## src/shared/bpio_regs.svh

```systemverilog
// constants for the parallel io coupling card and its processor end
`ifndef BPIO_REGS_SVH
`define BPIO_REGS_SVH
// ----------------------------------------
// address layout
// ----------------------------------------
`define BPIO_ADDR_W 14
`define BPIO_CHAN_LSB 0
`define BPIO_CHAN_MSB 7
`define BPIO_GRP_LSB 9
`define BPIO_GRP_MSB 11
`define BPIO_OUT_LSB 9
`define BPIO_OUT_MSB 13
`define BPIO_HI_LSB 12
`define BPIO_HI_MSB 13
`define BPIO_HI_INPUT 2'h0
`define BPIO_MASK_OUT_ADDR 5'h17
`define BPIO_CARD_GROUP 3'h0
// ----------------------------------------
// card geometry
// ----------------------------------------
`define BPIO_BYTE_W 8
`define BPIO_IN_BYTES 4
`define BPIO_OUT_BYTES 4
`define BPIO_PINS 32
`define BPIO_OUT_RESET 8'hFF
// ----------------------------------------
// timing
// ----------------------------------------
`define BPIO_WAIT_MAX 6'h3F
`endif

```

## src/shared/bpio_bus_if.sv

```systemverilog
// backplane signals between processor end and coupling card
`timescale 1ns/10ps
interface bpio_bus_if (
   input wire logic sys_clk,
   input wire logic reset
);
   logic [13:0] addr;
   logic cyc_in;
   logic cyc_out;
   logic xchg;
   logic [7:0] write_data;
   logic [7:0] rd_o;
   logic rd_oe_n;
   logic ack_o;
   logic ack_oe_n;
   logic rdy_o;
   logic rdy_oe_n;
   logic irq_o;
   logic irq_oe_n;
   logic int_recognize;
   // open-collector lines with pull-up: low only where some end pulls
   logic [7:0] read_data_lines;
   logic transfer_acknowledge_n;
   logic ready_n;
   logic interrupt_request_n;
   assign read_data_lines = rd_oe_n ? 8'hFF : rd_o;
   assign transfer_acknowledge_n = ack_oe_n ? 1'b1 : ack_o;
   assign ready_n = rdy_oe_n ? 1'b1 : rdy_o;
   assign interrupt_request_n = irq_oe_n ? 1'b1 : irq_o;
   modport dev (
      input sys_clk, reset, addr, cyc_in, cyc_out, xchg, write_data, int_recognize,
      output rd_o, rd_oe_n, ack_o, ack_oe_n, rdy_o, rdy_oe_n, irq_o, irq_oe_n
   );
   modport host (
      input sys_clk, reset, read_data_lines, transfer_acknowledge_n, ready_n, interrupt_request_n,
      output addr, cyc_in, cyc_out, xchg, write_data, int_recognize
   );
endinterface

```

## src/design/bpio_card.sv

```systemverilog
// coupling card: four input bytes, four output bytes, one interrupt flag
`timescale 1ns/10ps
`include "bpio_regs.svh"

// Summary of operation
// RL1 - accumulator one drives output wire low
// RL2 - low input wire reads as one
// RL3 - every channel is eight parallel wires
// RL4 - outputs from write lines, inputs to read lines
// RL5 - eight input groups, twenty-four output bytes
// RL6 - never claim output byte twenty-three
// RL7 - channel number comes from precharged accumulator
// RL8 - input: group bits 9-11, channel 0-7
// RL9 - output: byte bits 9-13, never 00 top
// RL10 - input matches group and channel, output one
// RL11 - acknowledge low on accept or latch
// RL12 - input byte driven during third exchange state
// RL13 - one output moves whole accumulator byte
// RL14 - processor loads channel, then issues input
// RL15 - four input bytes and four output bytes
// RL16 - at most two such cards per system
// RL17 - inputs answer only in group zero
// RL18 - one jumper picks channels 0-3 or 4-7
// RL19 - output jumpers never set top bits 00
// RL20 - avoid group zero as stack channel
// RL21 - addressed card pulls ready low
// RL22 - interrupt held in flag, cleared on recognition
// RL23 - output byte holds until next write
module bpio_card (
   bpio_bus_if.dev bus,
   input wire logic [31:0] in_pins,
   output logic [31:0] out_pins,
   input wire logic irq_pin_n,
   input wire logic input_select_jumpers,
   input wire logic [2:0] group_select_jumpers,
   input wire logic [2:0] output_select_jumpers
);
   // ----------------------------------------
   // address decode
   // ----------------------------------------
   // RL8 input decode, group and channel fields
   function automatic logic in_match(input logic [13:0] a, input logic jsel, input logic [2:0] jgrp);
      logic hit;
      hit = 1'b0;
      // RL18 bit two picks the channel block
      // RL17 only group zero is ever claimed
      if (a[`BPIO_HI_MSB:`BPIO_HI_LSB] == `BPIO_HI_INPUT &&
          a[`BPIO_GRP_MSB:`BPIO_GRP_LSB] == jgrp && jgrp == `BPIO_CARD_GROUP &&
          a[`BPIO_CHAN_MSB:3] == 5'h00 && a[2] == jsel) begin
         hit = 1'b1;
      end
      return hit;
   endfunction

   // RL9 output decode, byte number in bits 9-13
   function automatic logic out_match(input logic [13:0] a, input logic [2:0] jout);
      logic hit;
      hit = 1'b0;
      // RL6 the interrupt mask byte is left to the processor
      if (a[`BPIO_OUT_MSB:11] == jout && jout[2:1] != `BPIO_HI_INPUT &&
          a[`BPIO_OUT_MSB:`BPIO_OUT_LSB] != `BPIO_MASK_OUT_ADDR) begin
         hit = 1'b1;
      end
      return hit;
   endfunction

   logic in_hit;
   logic out_hit;
   logic [1:0] in_byte;
   logic [1:0] out_byte;
   // RL10 input compares group and channel jumpers
   assign in_hit = bus.cyc_in && in_match(bus.addr, input_select_jumpers, group_select_jumpers);
   // RL10 output compares one jumper set
   assign out_hit = bus.cyc_out && out_match(bus.addr, output_select_jumpers);
   // RL7 low channel bits pick one of the four bytes
   assign in_byte = bus.addr[1:0];
   assign out_byte = bus.addr[`BPIO_OUT_LSB+1:`BPIO_OUT_LSB];

   // ----------------------------------------
   // input pin synchronisers
   // ----------------------------------------
   logic [31:0] in_s1_r;
   logic [31:0] in_s2_r;
   logic [31:0] in_s3_r;
   logic [31:0] in_filt_r;
   logic [31:0] in_filt_nxt;

   always_ff @(posedge bus.sys_clk) begin
      if (bus.reset) begin
         in_s1_r <= 32'hFFFFFFFF;
         in_s2_r <= 32'hFFFFFFFF;
         in_s3_r <= 32'hFFFFFFFF;
      end else begin
         in_s1_r <= in_pins;
         in_s2_r <= in_s1_r;
         in_s3_r <= in_s2_r;
      end
   end

   // a bit only moves once two stages agree, so a runt edge is ignored
   assign in_filt_nxt = (in_s2_r & ~(in_s2_r ^ in_s3_r)) | (in_filt_r & (in_s2_r ^ in_s3_r));

   always_ff @(posedge bus.sys_clk) begin
      if (bus.reset) begin
         in_filt_r <= 32'hFFFFFFFF;
      end else begin
         in_filt_r <= in_filt_nxt;
      end
   end

   // ----------------------------------------
   // transfer tracking
   // ----------------------------------------
   logic done_r;
   logic ack_r;
   logic sel_in_r;
   logic [7:0] rd_r;

   // one acceptance per bus cycle; cleared as soon as the cycle drops
   always_ff @(posedge bus.sys_clk) begin
      if (bus.reset) begin
         done_r <= 1'b0;
      end else if (!bus.cyc_in && !bus.cyc_out) begin
         done_r <= 1'b0;
      end else if (in_hit || out_hit) begin
         done_r <= 1'b1;
      end
   end

   // RL11 acknowledge once input taken or output latched
   always_ff @(posedge bus.sys_clk) begin
      if (bus.reset) begin
         ack_r <= 1'b0;
      end else if (!bus.cyc_in && !bus.cyc_out) begin
         ack_r <= 1'b0;
      end else if ((in_hit || out_hit) && !done_r) begin
         ack_r <= 1'b1;
      end
   end

   always_ff @(posedge bus.sys_clk) begin
      if (bus.reset) begin
         sel_in_r <= 1'b0;
      end else begin
         sel_in_r <= in_hit;
      end
   end

   // ----------------------------------------
   // input path
   // ----------------------------------------
   // RL2 low wire becomes one on the read lines
   always_ff @(posedge bus.sys_clk) begin
      if (bus.reset) begin
         rd_r <= 8'h00;
      end else if (in_hit && !done_r) begin
         rd_r <= ~in_filt_r[in_byte*`BPIO_BYTE_W +: `BPIO_BYTE_W];
      end
   end

   // RL12 drive all eight bits in the exchange state
   assign bus.rd_oe_n = !(sel_in_r && in_hit && bus.xchg);
   // RL4 read lines are active low, so a one pulls low
   assign bus.rd_o = ~rd_r;

   // ----------------------------------------
   // output path
   // ----------------------------------------
   // RL15 four output bytes, one latch each
   // RL3 every byte is eight wires
   genvar g;
   generate
      for (g = 0; g < `BPIO_OUT_BYTES; g++) begin : g_out
         // RL13 whole accumulator byte in one transfer
         always_ff @(posedge bus.sys_clk) begin
            if (bus.reset) begin
               out_pins[g*`BPIO_BYTE_W +: `BPIO_BYTE_W] <= `BPIO_OUT_RESET;
            end else if (out_hit && !done_r && out_byte == g) begin
               // RL1 a one bit drives the wire low
               out_pins[g*`BPIO_BYTE_W +: `BPIO_BYTE_W] <= ~bus.write_data;
            end
            // RL23 otherwise the byte holds its last value
         end
      end
   endgenerate

   // ----------------------------------------
   // handshake lines
   // ----------------------------------------
   // RL21 ready pulled low while the card is addressed
   assign bus.rdy_oe_n = !(in_hit || out_hit);
   assign bus.rdy_o = 1'b0;
   assign bus.ack_oe_n = !ack_r;
   assign bus.ack_o = 1'b0;

   // ----------------------------------------
   // interrupt flag
   // ----------------------------------------
   logic irq_s1_r;
   logic irq_s2_r;
   logic irq_s3_r;
   logic irq_lvl_r;
   logic irq_flag_r;
   logic irq_fall;

   always_ff @(posedge bus.sys_clk) begin
      if (bus.reset) begin
         irq_s1_r <= 1'b1;
         irq_s2_r <= 1'b1;
         irq_s3_r <= 1'b1;
      end else begin
         irq_s1_r <= irq_pin_n;
         irq_s2_r <= irq_s1_r;
         irq_s3_r <= irq_s2_r;
      end
   end

   always_ff @(posedge bus.sys_clk) begin
      if (bus.reset) begin
         irq_lvl_r <= 1'b1;
      end else if (irq_s2_r == irq_s3_r) begin
         irq_lvl_r <= irq_s3_r;
      end
   end

   assign irq_fall = irq_lvl_r && irq_s2_r == irq_s3_r && !irq_s3_r;

   // RL22 flag holds request, recognition clears, new request wins
   always_ff @(posedge bus.sys_clk) begin
      if (bus.reset) begin
         irq_flag_r <= 1'b0;
      end else if (irq_fall) begin
         irq_flag_r <= 1'b1;
      end else if (bus.int_recognize) begin
         irq_flag_r <= 1'b0;
      end
   end

   assign bus.irq_oe_n = !irq_flag_r;
   assign bus.irq_o = 1'b0;
endmodule

```

## src/flat_wrapper.sv

```systemverilog
// flat-port wrapper written by rule: the top's interface ports become plain ports
module bpio_card_flat 
  (in_pins, out_pins, irq_pin_n, input_select_jumpers, group_select_jumpers, output_select_jumpers, sys_clk, reset, bus_addr, bus_cyc_in, bus_cyc_out, bus_xchg, bus_write_data, bus_int_recognize, bus_rd_o, bus_rd_oe_n, bus_ack_o, bus_ack_oe_n, bus_rdy_o, bus_rdy_oe_n, bus_irq_o, bus_irq_oe_n);
  bpio_bus_if bus_i (.sys_clk(sys_clk), .reset(reset));
  input wire logic [31:0] in_pins;
  output logic [31:0] out_pins;
  input wire logic irq_pin_n;
  input wire logic input_select_jumpers;
  input wire logic [2:0] group_select_jumpers;
  input wire logic [2:0] output_select_jumpers;
  input wire logic sys_clk;
  input wire logic reset;
  input wire logic [$bits(bus_i.addr)-1:0] bus_addr;
  input wire logic [$bits(bus_i.cyc_in)-1:0] bus_cyc_in;
  input wire logic [$bits(bus_i.cyc_out)-1:0] bus_cyc_out;
  input wire logic [$bits(bus_i.xchg)-1:0] bus_xchg;
  input wire logic [$bits(bus_i.write_data)-1:0] bus_write_data;
  input wire logic [$bits(bus_i.int_recognize)-1:0] bus_int_recognize;
  output wire logic [$bits(bus_i.rd_o)-1:0] bus_rd_o;
  output wire logic [$bits(bus_i.rd_oe_n)-1:0] bus_rd_oe_n;
  output wire logic [$bits(bus_i.ack_o)-1:0] bus_ack_o;
  output wire logic [$bits(bus_i.ack_oe_n)-1:0] bus_ack_oe_n;
  output wire logic [$bits(bus_i.rdy_o)-1:0] bus_rdy_o;
  output wire logic [$bits(bus_i.rdy_oe_n)-1:0] bus_rdy_oe_n;
  output wire logic [$bits(bus_i.irq_o)-1:0] bus_irq_o;
  output wire logic [$bits(bus_i.irq_oe_n)-1:0] bus_irq_oe_n;
  assign bus_i.addr = bus_addr;
  assign bus_i.cyc_in = bus_cyc_in;
  assign bus_i.cyc_out = bus_cyc_out;
  assign bus_i.xchg = bus_xchg;
  assign bus_i.write_data = bus_write_data;
  assign bus_i.int_recognize = bus_int_recognize;
  assign bus_rd_o = bus_i.rd_o;
  assign bus_rd_oe_n = bus_i.rd_oe_n;
  assign bus_ack_o = bus_i.ack_o;
  assign bus_ack_oe_n = bus_i.ack_oe_n;
  assign bus_rdy_o = bus_i.rdy_o;
  assign bus_rdy_oe_n = bus_i.rdy_oe_n;
  assign bus_irq_o = bus_i.irq_o;
  assign bus_irq_oe_n = bus_i.irq_oe_n;
  bpio_card u_core (.bus(bus_i), .in_pins(in_pins), .out_pins(out_pins), .irq_pin_n(irq_pin_n), .input_select_jumpers(input_select_jumpers), .group_select_jumpers(group_select_jumpers), .output_select_jumpers(output_select_jumpers));
endmodule
```

## config.mk

```make
export PLATFORM = sky130hd
export DESIGN_NAME = bpio_card_flat
export DESIGN_NICKNAME = d
export VERILOG_FILES = /design/src/shared/bpio_bus_if.sv /design/src/design/bpio_card.sv /design/src/flat_wrapper.sv
export VERILOG_INCLUDE_DIRS = /design/src /design/src/shared
export SDC_FILE = /design/constraint.sdc
export NUM_CORES = 1
export LEC_CHECK = 0
export ABC_AREA = 0
export BUFFER_PORTS_ARGS = -buffer_cell sky130_fd_sc_hd__buf_4
export CAP_MARGIN = 0
export CORE_MARGIN = 2
export CORE_UTILIZATION = 30
export CTS_CLUSTER_DIAMETER = 200
export CTS_CLUSTER_SIZE = 24
export DETAILED_ROUTE_END_ITERATION = 8
export HOLD_SLACK_MARGIN = 0.08
export SYNTH_ARGS = -nofsm -noshare
export SYNTH_HDL_FRONTEND = slang
export SYNTH_SLANG_ARGS = --single-unit
```

## constraint.sdc

```tcl
create_clock -name sys_clk -period 1.84 [get_ports sys_clk]
set_clock_uncertainty 0.05 [all_clocks]
set_input_delay 0.276 -clock sys_clk [delete_from_list [all_inputs] [get_ports sys_clk]]
set_output_delay 0.276 -clock sys_clk [all_outputs]
set_load 0.01 [all_outputs]
```

==> Flow_metrics.wiki, run 1 <==
{| class="wikitable"
! Metric !! Value
|-
| Die Area || roughly 21000 um2
|-
| Cell count after synthesis || 556
|-
| Number of vias per cell || 4.11
|-
| Worst hold path startpoint || reset
|-
| Yosys warning total || 0
|-
| Setup Viol. Count Final || 0
|-
| Total half-perimeter wirelength after legalization and detailed placement || 7770 um
|-
| Num CTS Buffers || 17
|-
| Final hold violation count || 0
|-
| CTS root buffer || clkbuf_16
|-
| Placed Area || 7120 um2
|-
| Nature of the critical path endpoint || primary output
|-
| Post-synthesis cell area || 5940 um2
|-
| Vias in the first global route || a little under 4000
|-
| Wire length of the first global-routing pass || 18300 um
|-
| Number of vias after detailed routing || a little over 4000
|-
| Area of the core || around 20000 um2
|-
| Antenna violations before repair || 0
|-
| Average size of a mapped cell || 10.7 um2
|-
| Remaining routing DRC violations || 0
|-
| Final Routed Wirelength || 11700 um
|-
| Clock transition at the registers of the reported paths || around 0.07 ns
|-
| Part of the Yosys area used for sequential elements || 59.3%
|-
| Clock Tree Buf Depth || 2
|-
| Number of distinct standard cells referenced by the synthesized netlist || 36
|-
| Final Slew Violations || 0
|-
| TritonCTS sink count || approximately 180
|-
| Depth of the CTS H-tree || 4
|-
| Ratio of final minimum period to clock period || 97.1%
|-
| Post-layout total power || 8.02 mW
|-
| Area growth from synthesis to layout || 36.6%
|-
| Final cell utilization of the core || between 40% and 50%
|-
| Violation count after the first detailed-route iteration || 139
|-
| Total global routing track utilization || 11.2%
|-
| VDD IR max || 0.626 mV
|-
| Number of synthesized flops with an enable pin || 0
|-
| Worst min-delay path category || primary input to flop
|-
| Fraction of synthesis flops using an asynchronous set or reset pin || 0%
|-
| Primary flip-flop cell chosen by synthesis mapping || dfxtp_1
|-
| Maximum fanout along the worst path || 3
|-
| Number of instances in the placed design || 917
|-
| Die outline height || about 140 um
|-
| Detailed Routing Iterations Pass 1 || 4
|-
| GR Overflow Total || 0
|-
| Clock latency on the worst-skew pair || 0.43 ns
|-
| Max-capacitance violation count || 0
|-
| Number of port buffers || 110
|-
| TritonCTS clock tree || yes
|-
| Status || complete, no violations
|-
| Fraction of final layout cells with drive strength greater than 1 || 39.6%
|-
| Cell Count, Final, Fillers Out || between 900 and 1000
|-
| Io pins || roughly 120
|-
| Number of inserted filler cells in the final layout || between 1500 and 2000
|-
| P_leak || 3.25 nW
|-
| Start-to-end type of the worst setup path || primary input to primary output
|-
| Post-layout minimum cycle time || 1.79 ns
|-
| Register bit total from synthesis || 176
|-
| Initial cell density of the core || 30.5%
|-
| Width of the chip || 145 um
|-
| Pin count of the biggest net entering global routing || 88
|-
| Required time at the worst-slack endpoint || 1.51 ns
|-
| Drt wl/cell || approximately 12 um
|-
| Commonest cells after routing, fill and taps aside || 176 x dfxtp_1, 119 x buf_4, 100 x or2_2
|-
| Launch point of the critical path || bus_addr[3]
|-
| Setup crit start kind || primary input
|-
| Post-DRT Antenna Nets || 0
|-
| Final weighted congestion in routability-driven placement || around 0.69
|-
| Fmax || 560 MHz
|-
| Arrival time at the worst endpoint || approximately 1.5 ns
|-
| Core Rows || 51
|-
| Commonest non-fill, non-tap cell in the layout || dfxtp_1
|-
| Post-route worst hold slack || roughly 0.12 ns
|-
| Launch point of the worst reg-to-reg path || u_core.done_r$_SDFFE_PP0P_
|-
| Unrepaired setup endpoints after global routing || no
|-
| Power density over the cells || 988 nW/um2
|-
| Nets@finish || 774
|-
| Design Area, Final || ~8000 um2
|-
| Number of antenna repair diodes || 0
|}
## layer usage
metal  track usage, %  up-vias  share of wire, %
li1                 -     2123                 -
met1             14.4     1835                48
met2             18.2       67                46
met3             2.90       17               3.9
met4             4.29        0               1.6
met5                0        -                 0
## worst max-delay path, stage by stage
cell,delay [ns]
buf_6,0.09
or4_4,0.54
nor2_4,0.15
and4_4,0.23
nand3_2,0.06
buf_6,0.12
## final cells by class
type	instances	area [um2]	share of cell area [%]
clock buffers	17	425	5.24
flip-flops and latches	176	3520	43.4
inverters	11	41.3	0.508
clock inverters	15	186	2.30
repair buffers	158	1320	16.2
multi-input cells	342	2300	28.3
well taps	265	332	4.08
## where the power goes
part           internal, mW  leakage, nW  switching, mW  total, mW
combinational         0.266         1.51          0.171      0.436
sequential             3.90         1.44         0.0395       3.94
clock                  1.96        0.297           1.68       3.64
## cells in the mapped netlist, types with 3 or more instances
master	instances	area [um2]
dfxtp_1	176	3520
or2_2	100	626
nor2_1	90	338
a21oi_1	33	165
o21bai_1	33	248
mux2i_1	32	320
clkbuf_1	22	82.6
inv_1	11	41.3
nor2b_1	9	56.3
mux2_2	8	90.1
mux4_2	8	180
buf_4	3	22.5
## per-stage QoR
step	worst slack [ns]	TNS [ns]
floorplan	0.230	0
global placement	-0.0970	-0.873
detailed placement	-0.0914	-1.05
CTS	0.000728	0
global route	0.0131	0
finish	0.0528	0
## kinds of logic after synthesis
group / synth area share [%]
AOI/OAI and AO/OA: 7.64
xor gates and xnor gates: 0.442
buffers and inverters: 2.88
DFF: 59.3
muxes: 9.94
other: 0.0631
and+or+nand+nor: 19.7
## repair_timing
| action | 4_1_cts | 5_1_grt |
|---|---|---|
| endpoints found under the hold margin | 34 | 0 |
| endpoints found under the setup margin | 2 | 2 |
| gates resized for setup | 2 | 8 |
| hold buffers | 34 | 0 |
| setup buffers | 1 | 0 |
| pin swaps | 2 | 4 |
## worst paths after layout
| path | slack (ns) | to | cells after the start |
|---|---|---|---|
| setup / recovery | 0.05 | bus_rd_oe_n | 6 |
| hold / removal | 0.12 | u_core.irq_flag_r$_SDFFE_PP0P_ | 2 |
| setup reg to reg | 0.50 | u_core.out_pins[28]$_SDFFE_PP1P_ | 3 |
| hold reg to reg | 0.36 | u_core.in_s2_r[30]$_SDFF_PP1_ | 1 |
(Power assumes the default switching activity.)
==> run 2, diff against run 1 <==
--- a/config.mk
+++ b/config.mk
@@ -15,6 +15,7 @@
 export CTS_CLUSTER_SIZE = 24
 export DETAILED_ROUTE_END_ITERATION = 8
 export HOLD_SLACK_MARGIN = 0.08
+export SKIP_CTS_REPAIR_TIMING = 1
 export SYNTH_ARGS = -nofsm -noshare
 export SYNTH_HDL_FRONTEND = slang
 export SYNTH_SLANG_ARGS = --single-unit
==> constraint.sdc (replaced) <==
create_clock -name sys_clk -period 1.45 [get_ports sys_clk]
set_clock_uncertainty 0.05 [all_clocks]
set_input_delay 0.2175 -clock sys_clk [delete_from_list [all_inputs] [get_ports sys_clk]]
set_output_delay 0.2175 -clock sys_clk [all_outputs]
set_load 0.01 [all_outputs]
==> run 2 against run 1 <==
Effect of this change: the run now ends with negative setup slack left; count of clock-buffer cells in the layout unchanged; final cell count increased by 1.6%; sequential power increased by 27%; design area increased by 2.1%; flip-flop and latch count unchanged; setup slack got worse by 0.26 ns; critical path type unchanged; largest cell class unchanged.
==> Flow_metrics.wiki, run 2 (same netlist as run 1, synthesis figures left out) <==
{| class="wikitable"
! Metric !! Value
|-
| Status || complete, but fails checks
|-
| Violated checks || negative setup slack
|-
| Total half-perimeter wirelength after legalization and detailed placement || 8160 um
|-
| Setup crit start kind || primary input
|-
| Detailed Routing Iterations Pass 1 || 4
|-
| Clock latency on the worst-skew pair || approximately 0.42 ns
|-
| Switching Power || 2.41 mW
|-
| Capture instance of the worst register-to-register path || u_core.out_pins[24]$_SDFFE_PP1P_
|-
| Worst hold path startpoint || bus_addr[4]
|-
| Depth of the CTS H-tree || 4
|-
| Setup Viol. Count Final || 2
|-
| Commonest cells after routing, fill and taps aside || 176 x dfxtp_1, 130 x buf_4, 100 x or2_2
|-
| Number of inserted filler cells in the final layout || about 1800
|-
| GR Overflow Total || 0
|-
| Number of port buffers || 110
|-
| Violation count after the first detailed-route iteration || 163
|-
| Die Area || around 21000 um2
|-
| Antenna violations before repair || 0
|-
| Clock Tree Buf Depth || 2
|-
| Num CTS Buffers || 17
|-
| Start-to-end type of the worst setup path || primary input to primary output
|-
| TritonCTS clock tree || yes
|-
| Number of antenna repair diodes || 0
|-
| Place WS || -0.268 ns
|-
| Area growth from synthesis to layout || 39.6%
|-
| P_leak || 3.38 nW
|-
| Number of vias per cell || 4.08
|-
| VDD IR max || 0.850 mV
|-
| Post-layout total power || 10.1 mW
|-
| Reg power frac || 49.7%
|-
| Commonest non-fill, non-tap cell in the layout || dfxtp_1
|-
| Worst-case register-to-register setup slack || around 0.11 ns
|-
| Arrival time at the worst endpoint || 1.39 ns
|-
| Power density over the cells || ~1200 nW/um2
|-
| Post-layout minimum cycle time || 1.66 ns
|-
| Nature of the critical path endpoint || primary output
|-
| Remaining routing DRC violations || 0
|-
| Post-route worst hold slack || 0.165 ns
|-
| Number of vias after detailed routing || 4081
|-
| Vias in the first global route || 3718
|-
| Launch point of the worst reg-to-reg path || u_core.done_r$_SDFFE_PP0P_
|-
| Final cell utilization of the core || 42.6%
|-
| Fmax || 604 MHz
|-
| Io pins || ~120
|-
| Die outline height || 145 um
|-
| Final weighted congestion in routability-driven placement || around 0.75
|-
| Path depth of the worst reg2reg path || 3
|-
| Fraction of power consumed by combinational cells || 6.0%
|-
| Hold depth || 4
|-
| Width of the chip || 145 um
|-
| CTS root buffer || clkbuf_16
|-
| Final Slew Violations || 0
|-
| Destination of the worst hold path || u_core.sel_in_r$_SDFF_PP0_
|-
| Max-capacitance violation count || 0
|-
| Post-DRT Antenna Nets || 0
|-
| Internal Pwr Total || between 7 and 8 mW
|-
| Ratio of final minimum period to clock period || 114%
|-
| Power share of the clock group || 44.2%
|-
| Pin count of the biggest net entering global routing || 54
|-
| Worst min-delay path category || primary input to flop
|-
| Required time at the worst-slack endpoint || 1.18 ns
|-
| Fraction of power spent switching nets || 24.0%
|-
| Cell Count, Final, Fillers Out || 1000
|-
| Unrepaired setup endpoints after global routing || yes
|-
| Clock transition at the registers of the reported paths || roughly 0.07 ns
|-
| Core Rows || 51
|-
| Total global routing track utilization || 11.3%
|-
| Final hold violation count || 0
|-
| Fraction of final layout cells with drive strength greater than 1 || 41.0%
|-
| Placed Area || 7310 um2
|-
| Number of instances in the placed design || 932
|-
| Setup TNS Final || -0.363 ns
|-
| Final Routed Wirelength || 11900 um
|-
| Maximum fanout along the worst path || 3
|-
| TritonCTS sink count || 176
|-
| Initial cell density of the core || between 30% and 40%
|-
| Design Area, Final || approximately 8300 um2
|-
| PnR worst setup slack || -0.207 ns
|-
| Wire length of the first global-routing pass || 18200 um
|-
| Nets@finish || 790
|-
| Area of the core || a little under 20000 um2
|-
| Drt wl/cell || 11.9 um
|}
-- run 2: layout make-up --
| type | instances | area, um2 | area share, % |
|---|---|---|---|
| repair buffers | 174 | 1480 | 17.8 |
| clock buffers | 17 | 425 | 5.13 |
| clock inverters | 15 | 165 | 1.99 |
| inverters | 11 | 41.3 | 0.498 |
| multi-input cells | 342 | 2330 | 28.1 |
| flip-flops and latches | 176 | 3520 | 42.5 |
| well taps | 265 | 332 | 4.00 |
-- run 2: worst max path at each step --
stage                                  start                               end  slack (ns)
finish                           bus_addr[3]                       bus_rd_oe_n       -0.21
global route                     bus_addr[3]                       bus_rd_oe_n       -0.24
CTS                             bus_addr[13]                       bus_rd_oe_n       -0.27
detailed placement              bus_addr[13]                       bus_rd_oe_n       -0.27
global placement                bus_addr[13]                       bus_rd_oe_n       -0.26
floorplan           output_select_jumpers[2]  u_core.out_pins[24]$_SDFFE_PP1P_       -0.06
-- run 2: worst max-delay path, cell delays in order --
cell and delay, ns:
buf_6 0.09, or4_4 0.54, nor2_4 0.14, and4_4 0.23, nand3_2 0.06, buf_6 0.12
-- run 2: metal layers --
layer	global-route usage, %	wire length, um	vias up
li1	-	-	2158
met1	14.7	5680	1830
met2	17.4	5570	78
met3	3.42	452	15
met4	4.65	182	0
met5	0	0	-
-- run 2: power groups by stage --
stage               combinational [mW]  clock (mW)  sequential (mW)
floorplan                        0.259           0             5.10
global placement                 0.531           0             5.11
detailed placement               0.530           0             5.11
CTS                              0.533        4.59             5.00
global route                     0.666        4.78             5.01
finish                           0.608        4.45             5.00
==> run 3, diff against run 2 <==
--- a/config.mk
+++ b/config.mk
@@ -6,7 +6,7 @@
 export SDC_FILE = /design/constraint.sdc
 export NUM_CORES = 1
 export LEC_CHECK = 0
-export ABC_AREA = 0
+export ABC_AREA = 1
 export BUFFER_PORTS_ARGS = -buffer_cell sky130_fd_sc_hd__buf_4
 export CAP_MARGIN = 0
 export CORE_MARGIN = 2
==> run 3 against run 2 <==
Effect of this change: the flow now finishes without violations; clock power increased by 4.7%; die area increased by 3.3%; final cell count increased by 13%; critical endpoint unchanged; largest power group unchanged.
==> Flow_metrics.wiki, run 3 <==
{| class="wikitable"
! Metric !! Value
|-
| Number of synthesized flops with an enable pin || 0
|-
| Fraction of synthesized area in multiplexers || less than 1%
|-
| Setup Viol. Count Final || 0
|-
| Placed Area || 7330 um2
|-
| Number of buffer and inverter stages on the critical path || 2
|-
| Final Slew Violations || 0
|-
| Part of the Yosys area used for sequential elements || 57.3%
|-
| Fmax || 729 MHz
|-
| Total global routing track utilization || between 10% and 20%
|-
| P_leak || approximately 3.7 nW
|-
| Delay of the slowest cell on the worst path || 0.19 ns
|-
| Start-to-end type of the worst setup path || primary input to primary output
|-
| Final Routed Wirelength || 12400 um
|-
| Drt wl/cell || roughly 11 um
|-
| Synth top area share || 57.3%
|-
| Design Area, Final || 8320 um2
|-
| Average size of a mapped cell || 8.88 um2
|-
| Commonest cells after routing, fill and taps aside || 176 x dfxtp_1, 120 x buf_4, 97 x nand2_1
|-
| Main combinational cell family by area after synthesis || simple AND/OR/NAND/NOR gates
|-
| Register bit total from synthesis || ~180
|-
| Post-synthesis cell area || 6150 um2
|-
| Commonest non-fill, non-tap cell in the layout || dfxtp_1
|-
| Total half-perimeter wirelength after legalization and detailed placement || 8360 um
|-
| VDD IR max || between 0.7 and 0.8 mV
|-
| Clock transition at the registers of the reported paths || 0.07 ns
|-
| Number of inserted filler cells in the final layout || 2027
|-
| Fraction of synthesis flops using an asynchronous set or reset pin || 0%
|-
| Violation count after the first detailed-route iteration || 198
|-
| Fraction of final layout cells with drive strength greater than 1 || a little under a third
|-
| Final weighted congestion in routability-driven placement || 0.753
|-
| Post-synthesis share of cell area spent on full adders, half adders and majority gates || 2.77%
|-
| Nets@finish || 912
|-
| Launch point of the critical path || bus_addr[9]
|-
| Ratio of final minimum period to clock period || approximately 95%
|-
| Number of instances in the placed design || 1058
|-
| Remaining routing DRC violations || 0
|-
| Switching Power || between 2 and 3 mW
|-
| Family with the most delay on the worst path || simple AND/OR/NAND/NOR gates
|-
| Synthesized-area fraction occupied by xor and xnor cells || 0%
|-
| Num CTS Buffers || 17
|-
| Nature of the critical path endpoint || primary output
|-
| Series of cell instances along the critical path || buf_4, nor2_2, and3_1, nand4_1, nand3b_1, buf_4
|-
| Worst hold path startpoint || bus_write_data[3]
|-
| Area of the core || between 20000 and 25000 um2
|-
| Setup crit start kind || primary input
|-
| Post-DRT Antenna Nets || 0
|-
| Primary flip-flop cell chosen by synthesis mapping || dfxtp_1
|-
| Cell count after synthesis || 692
|-
| Number of antenna repair diodes || 0
|-
| Pin count of the biggest net entering global routing || 47
|-
| Wire length of the first global-routing pass || 20500 um
|-
| Area taken by flip-flops and latches || ~3500 um2
|-
| Width of the chip || 147 um
|-
| Top post-synthesis cells by count || 176 x dfxtp_1, 97 x nand2_1, 92 x or2_2
|-
| Worst min-delay path category || primary input to flop
|-
| GR Overflow Total || 0
|-
| Die outline height || 147 um
|-
| Internal Pwr Total || 7.81 mW
|-
| Library cell appearing most often on the critical path || buf_4
|-
| Library cell occupying the most area in the post-synthesis netlist || dfxtp_1
|-
| Number of vias after detailed routing || 4635
|-
| Yosys warning total || 0
|-
| Multi-input gate area || 2180 um2
|-
| Number of distinct standard cells referenced by the synthesized netlist || 29
|-
| Core Rows || 52
|-
| Initial cell density of the core || 30.5%
|-
| Depth of the CTS H-tree || 4
|-
| Setup TNS Final || 0 ns
|-
| Arrival time at the worst endpoint || 1.10 ns
|-
| Clock Tree Buf Depth || 2
|-
| Largest cells by area after synthesis || dfxtp_1 57%, or2_2 9.4%, nand2_1 5.9%, nand3_1 5.9%, inv_1 4.4%
|-
| Unrepaired setup endpoints after global routing || no
|-
| Top-count cell post-synth || dfxtp_1
|-
| Number of vias per cell || 4.11
|-
| Area growth from synthesis to layout || 35.4%
|-
| Vias in the first global route || 4201
|-
| Maximum fanout along the worst path || 3
|-
| Antenna violations before repair || 0
|-
| Detailed Routing Iterations Pass 1 || 4
|-
| Slowest stage cell, crit path || nand3b_1
|-
| Launch point of the worst reg-to-reg path || u_core.done_r$_SDFFE_PP0P_
|-
| Reg power frac || between 40% and 50%
|-
| Max-capacitance violation count || 0
|-
| Clock latency on the worst-skew pair || approximately 0.42 ns
|-
| Die Area || 21700 um2
|-
| Fraction of power spent switching nets || approximately a quarter
|-
| TritonCTS sink count || around 180
|-
| Power density over the cells || 1240 nW/um2
|-
| Final hold violation count || 0
|-
| CTS root buffer || clkbuf_16
|-
| Post-layout minimum cycle time || 1.37 ns
|-
| TritonCTS clock tree || yes
|-
| Required time at the worst-slack endpoint || 1.18 ns
|-
| Io pins || 115
|-
| Number of port buffers || 110
|-
| Status || complete, no violations
|-
| Synthesized-area fraction occupied by ao, oa, aoi and oai cells || around 5.0%
|-
| Synth Area in Simple Gates || 27.2%
|-
| Power share of the clock group || 45.1%
|-
| Fraction of power consumed by combinational cells || 6.3%
|-
| Cell Count, Final, Fillers Out || approximately 1100
|}
[run 3: changes by cell type in the layout (fill, tap and decap cells not counted), moves of 7 or more]
cell / change
buf_4: -10
inv_1: +61
maj3_1: +17
mux2_2: -7
mux2i_1: -30
mux4_2: -8
nand2_1: +95
nand3_1: +72
nor2_1: -40
nor2b_1: -9
o21ai_0: +24
o21bai_1: -33
or2_2: -8
[run 3: cells by family (layout without fill, tap and decap cells)]
kind of cell	after synthesis	in the layout
other cells	1	3
compound gates	58	58
buf+inv	107	270
fa+ha+maj	17	17
mux	2	2
simple gates	331	331
flops	176	176
[run 3: path summary, 6_finish.rpt]
path	end	slack, ns	cells past startpoint
worst min register to register	u_core.in_s2_r[9]$_SDFF_PP1_	0.36	1
worst max-delay path	bus_rd_oe_n	0.08	6
worst min-delay path	u_core.out_pins[3]$_SDFFE_PP1P_	0.07	4
worst max register to register	u_core.out_pins[18]$_SDFFE_PP1P_	0.29	4
[run 3: worst register-to-register path, stage by stage (launching register included)]
cell and delay (ns):
dfxtp_1 0.34, inv_2 0.16, nand4_2 0.27, nand2_1 0.13
nand3_1 0.08
[run 3: per-layer routing]
metal / wire (um) / part of all wire [%] / vias to the layer above / global-route usage (%)
li1: - / - / 2473 / -
met1: 5930 / 48 / 2030 / 15.7
met2: 5520 / 45 / 118 / 18.0
met3: 806 / 6.5 / 14 / 3.79
met4: 146 / 1.2 / 0 / 4.18
met5: 0 / 0 / - / 0
[run 3: power by group through the flow]
stage | registers [mW] | logic (mW) | clock network [mW]
2_1_floorplan | 5.12 | 0.312 | 0
3_3_place_gp | 5.12 | 0.573 | 0
3_5_place_dp | 5.12 | 0.578 | 0
4_1_cts | 5.01 | 0.580 | 4.83
5_1_grt | 5.02 | 0.727 | 5.01
6_report | 5.01 | 0.650 | 4.66
[run 3: cell type report]
class | count | share of cell area (%)
sequential | 176 | 42.3
multi-input combinational | 411 | 26.2
timing repair buffer | 162 | 16.5
clock buffer | 17 | 5.11
tap | 270 | 4.06
inverter | 76 | 3.43
clock inverter | 15 | 2.36
[run 3: metrics by stage]
step	setup WS, ns	utilization [%]	hold slack, ns	power (mW)
4_1_cts	0.0396	39.4	-0.108	10.4
5_1_grt	0.00282	41.3	0.0853	10.8
3_5_place_dp	-0.00950	36.3	0.343	5.70
3_3_place_gp	0.00688	36.3	0.341	5.69
2_1_floorplan	0.161	-	0.271	5.43
6_report	0.0791	41.3	0.0700	10.3
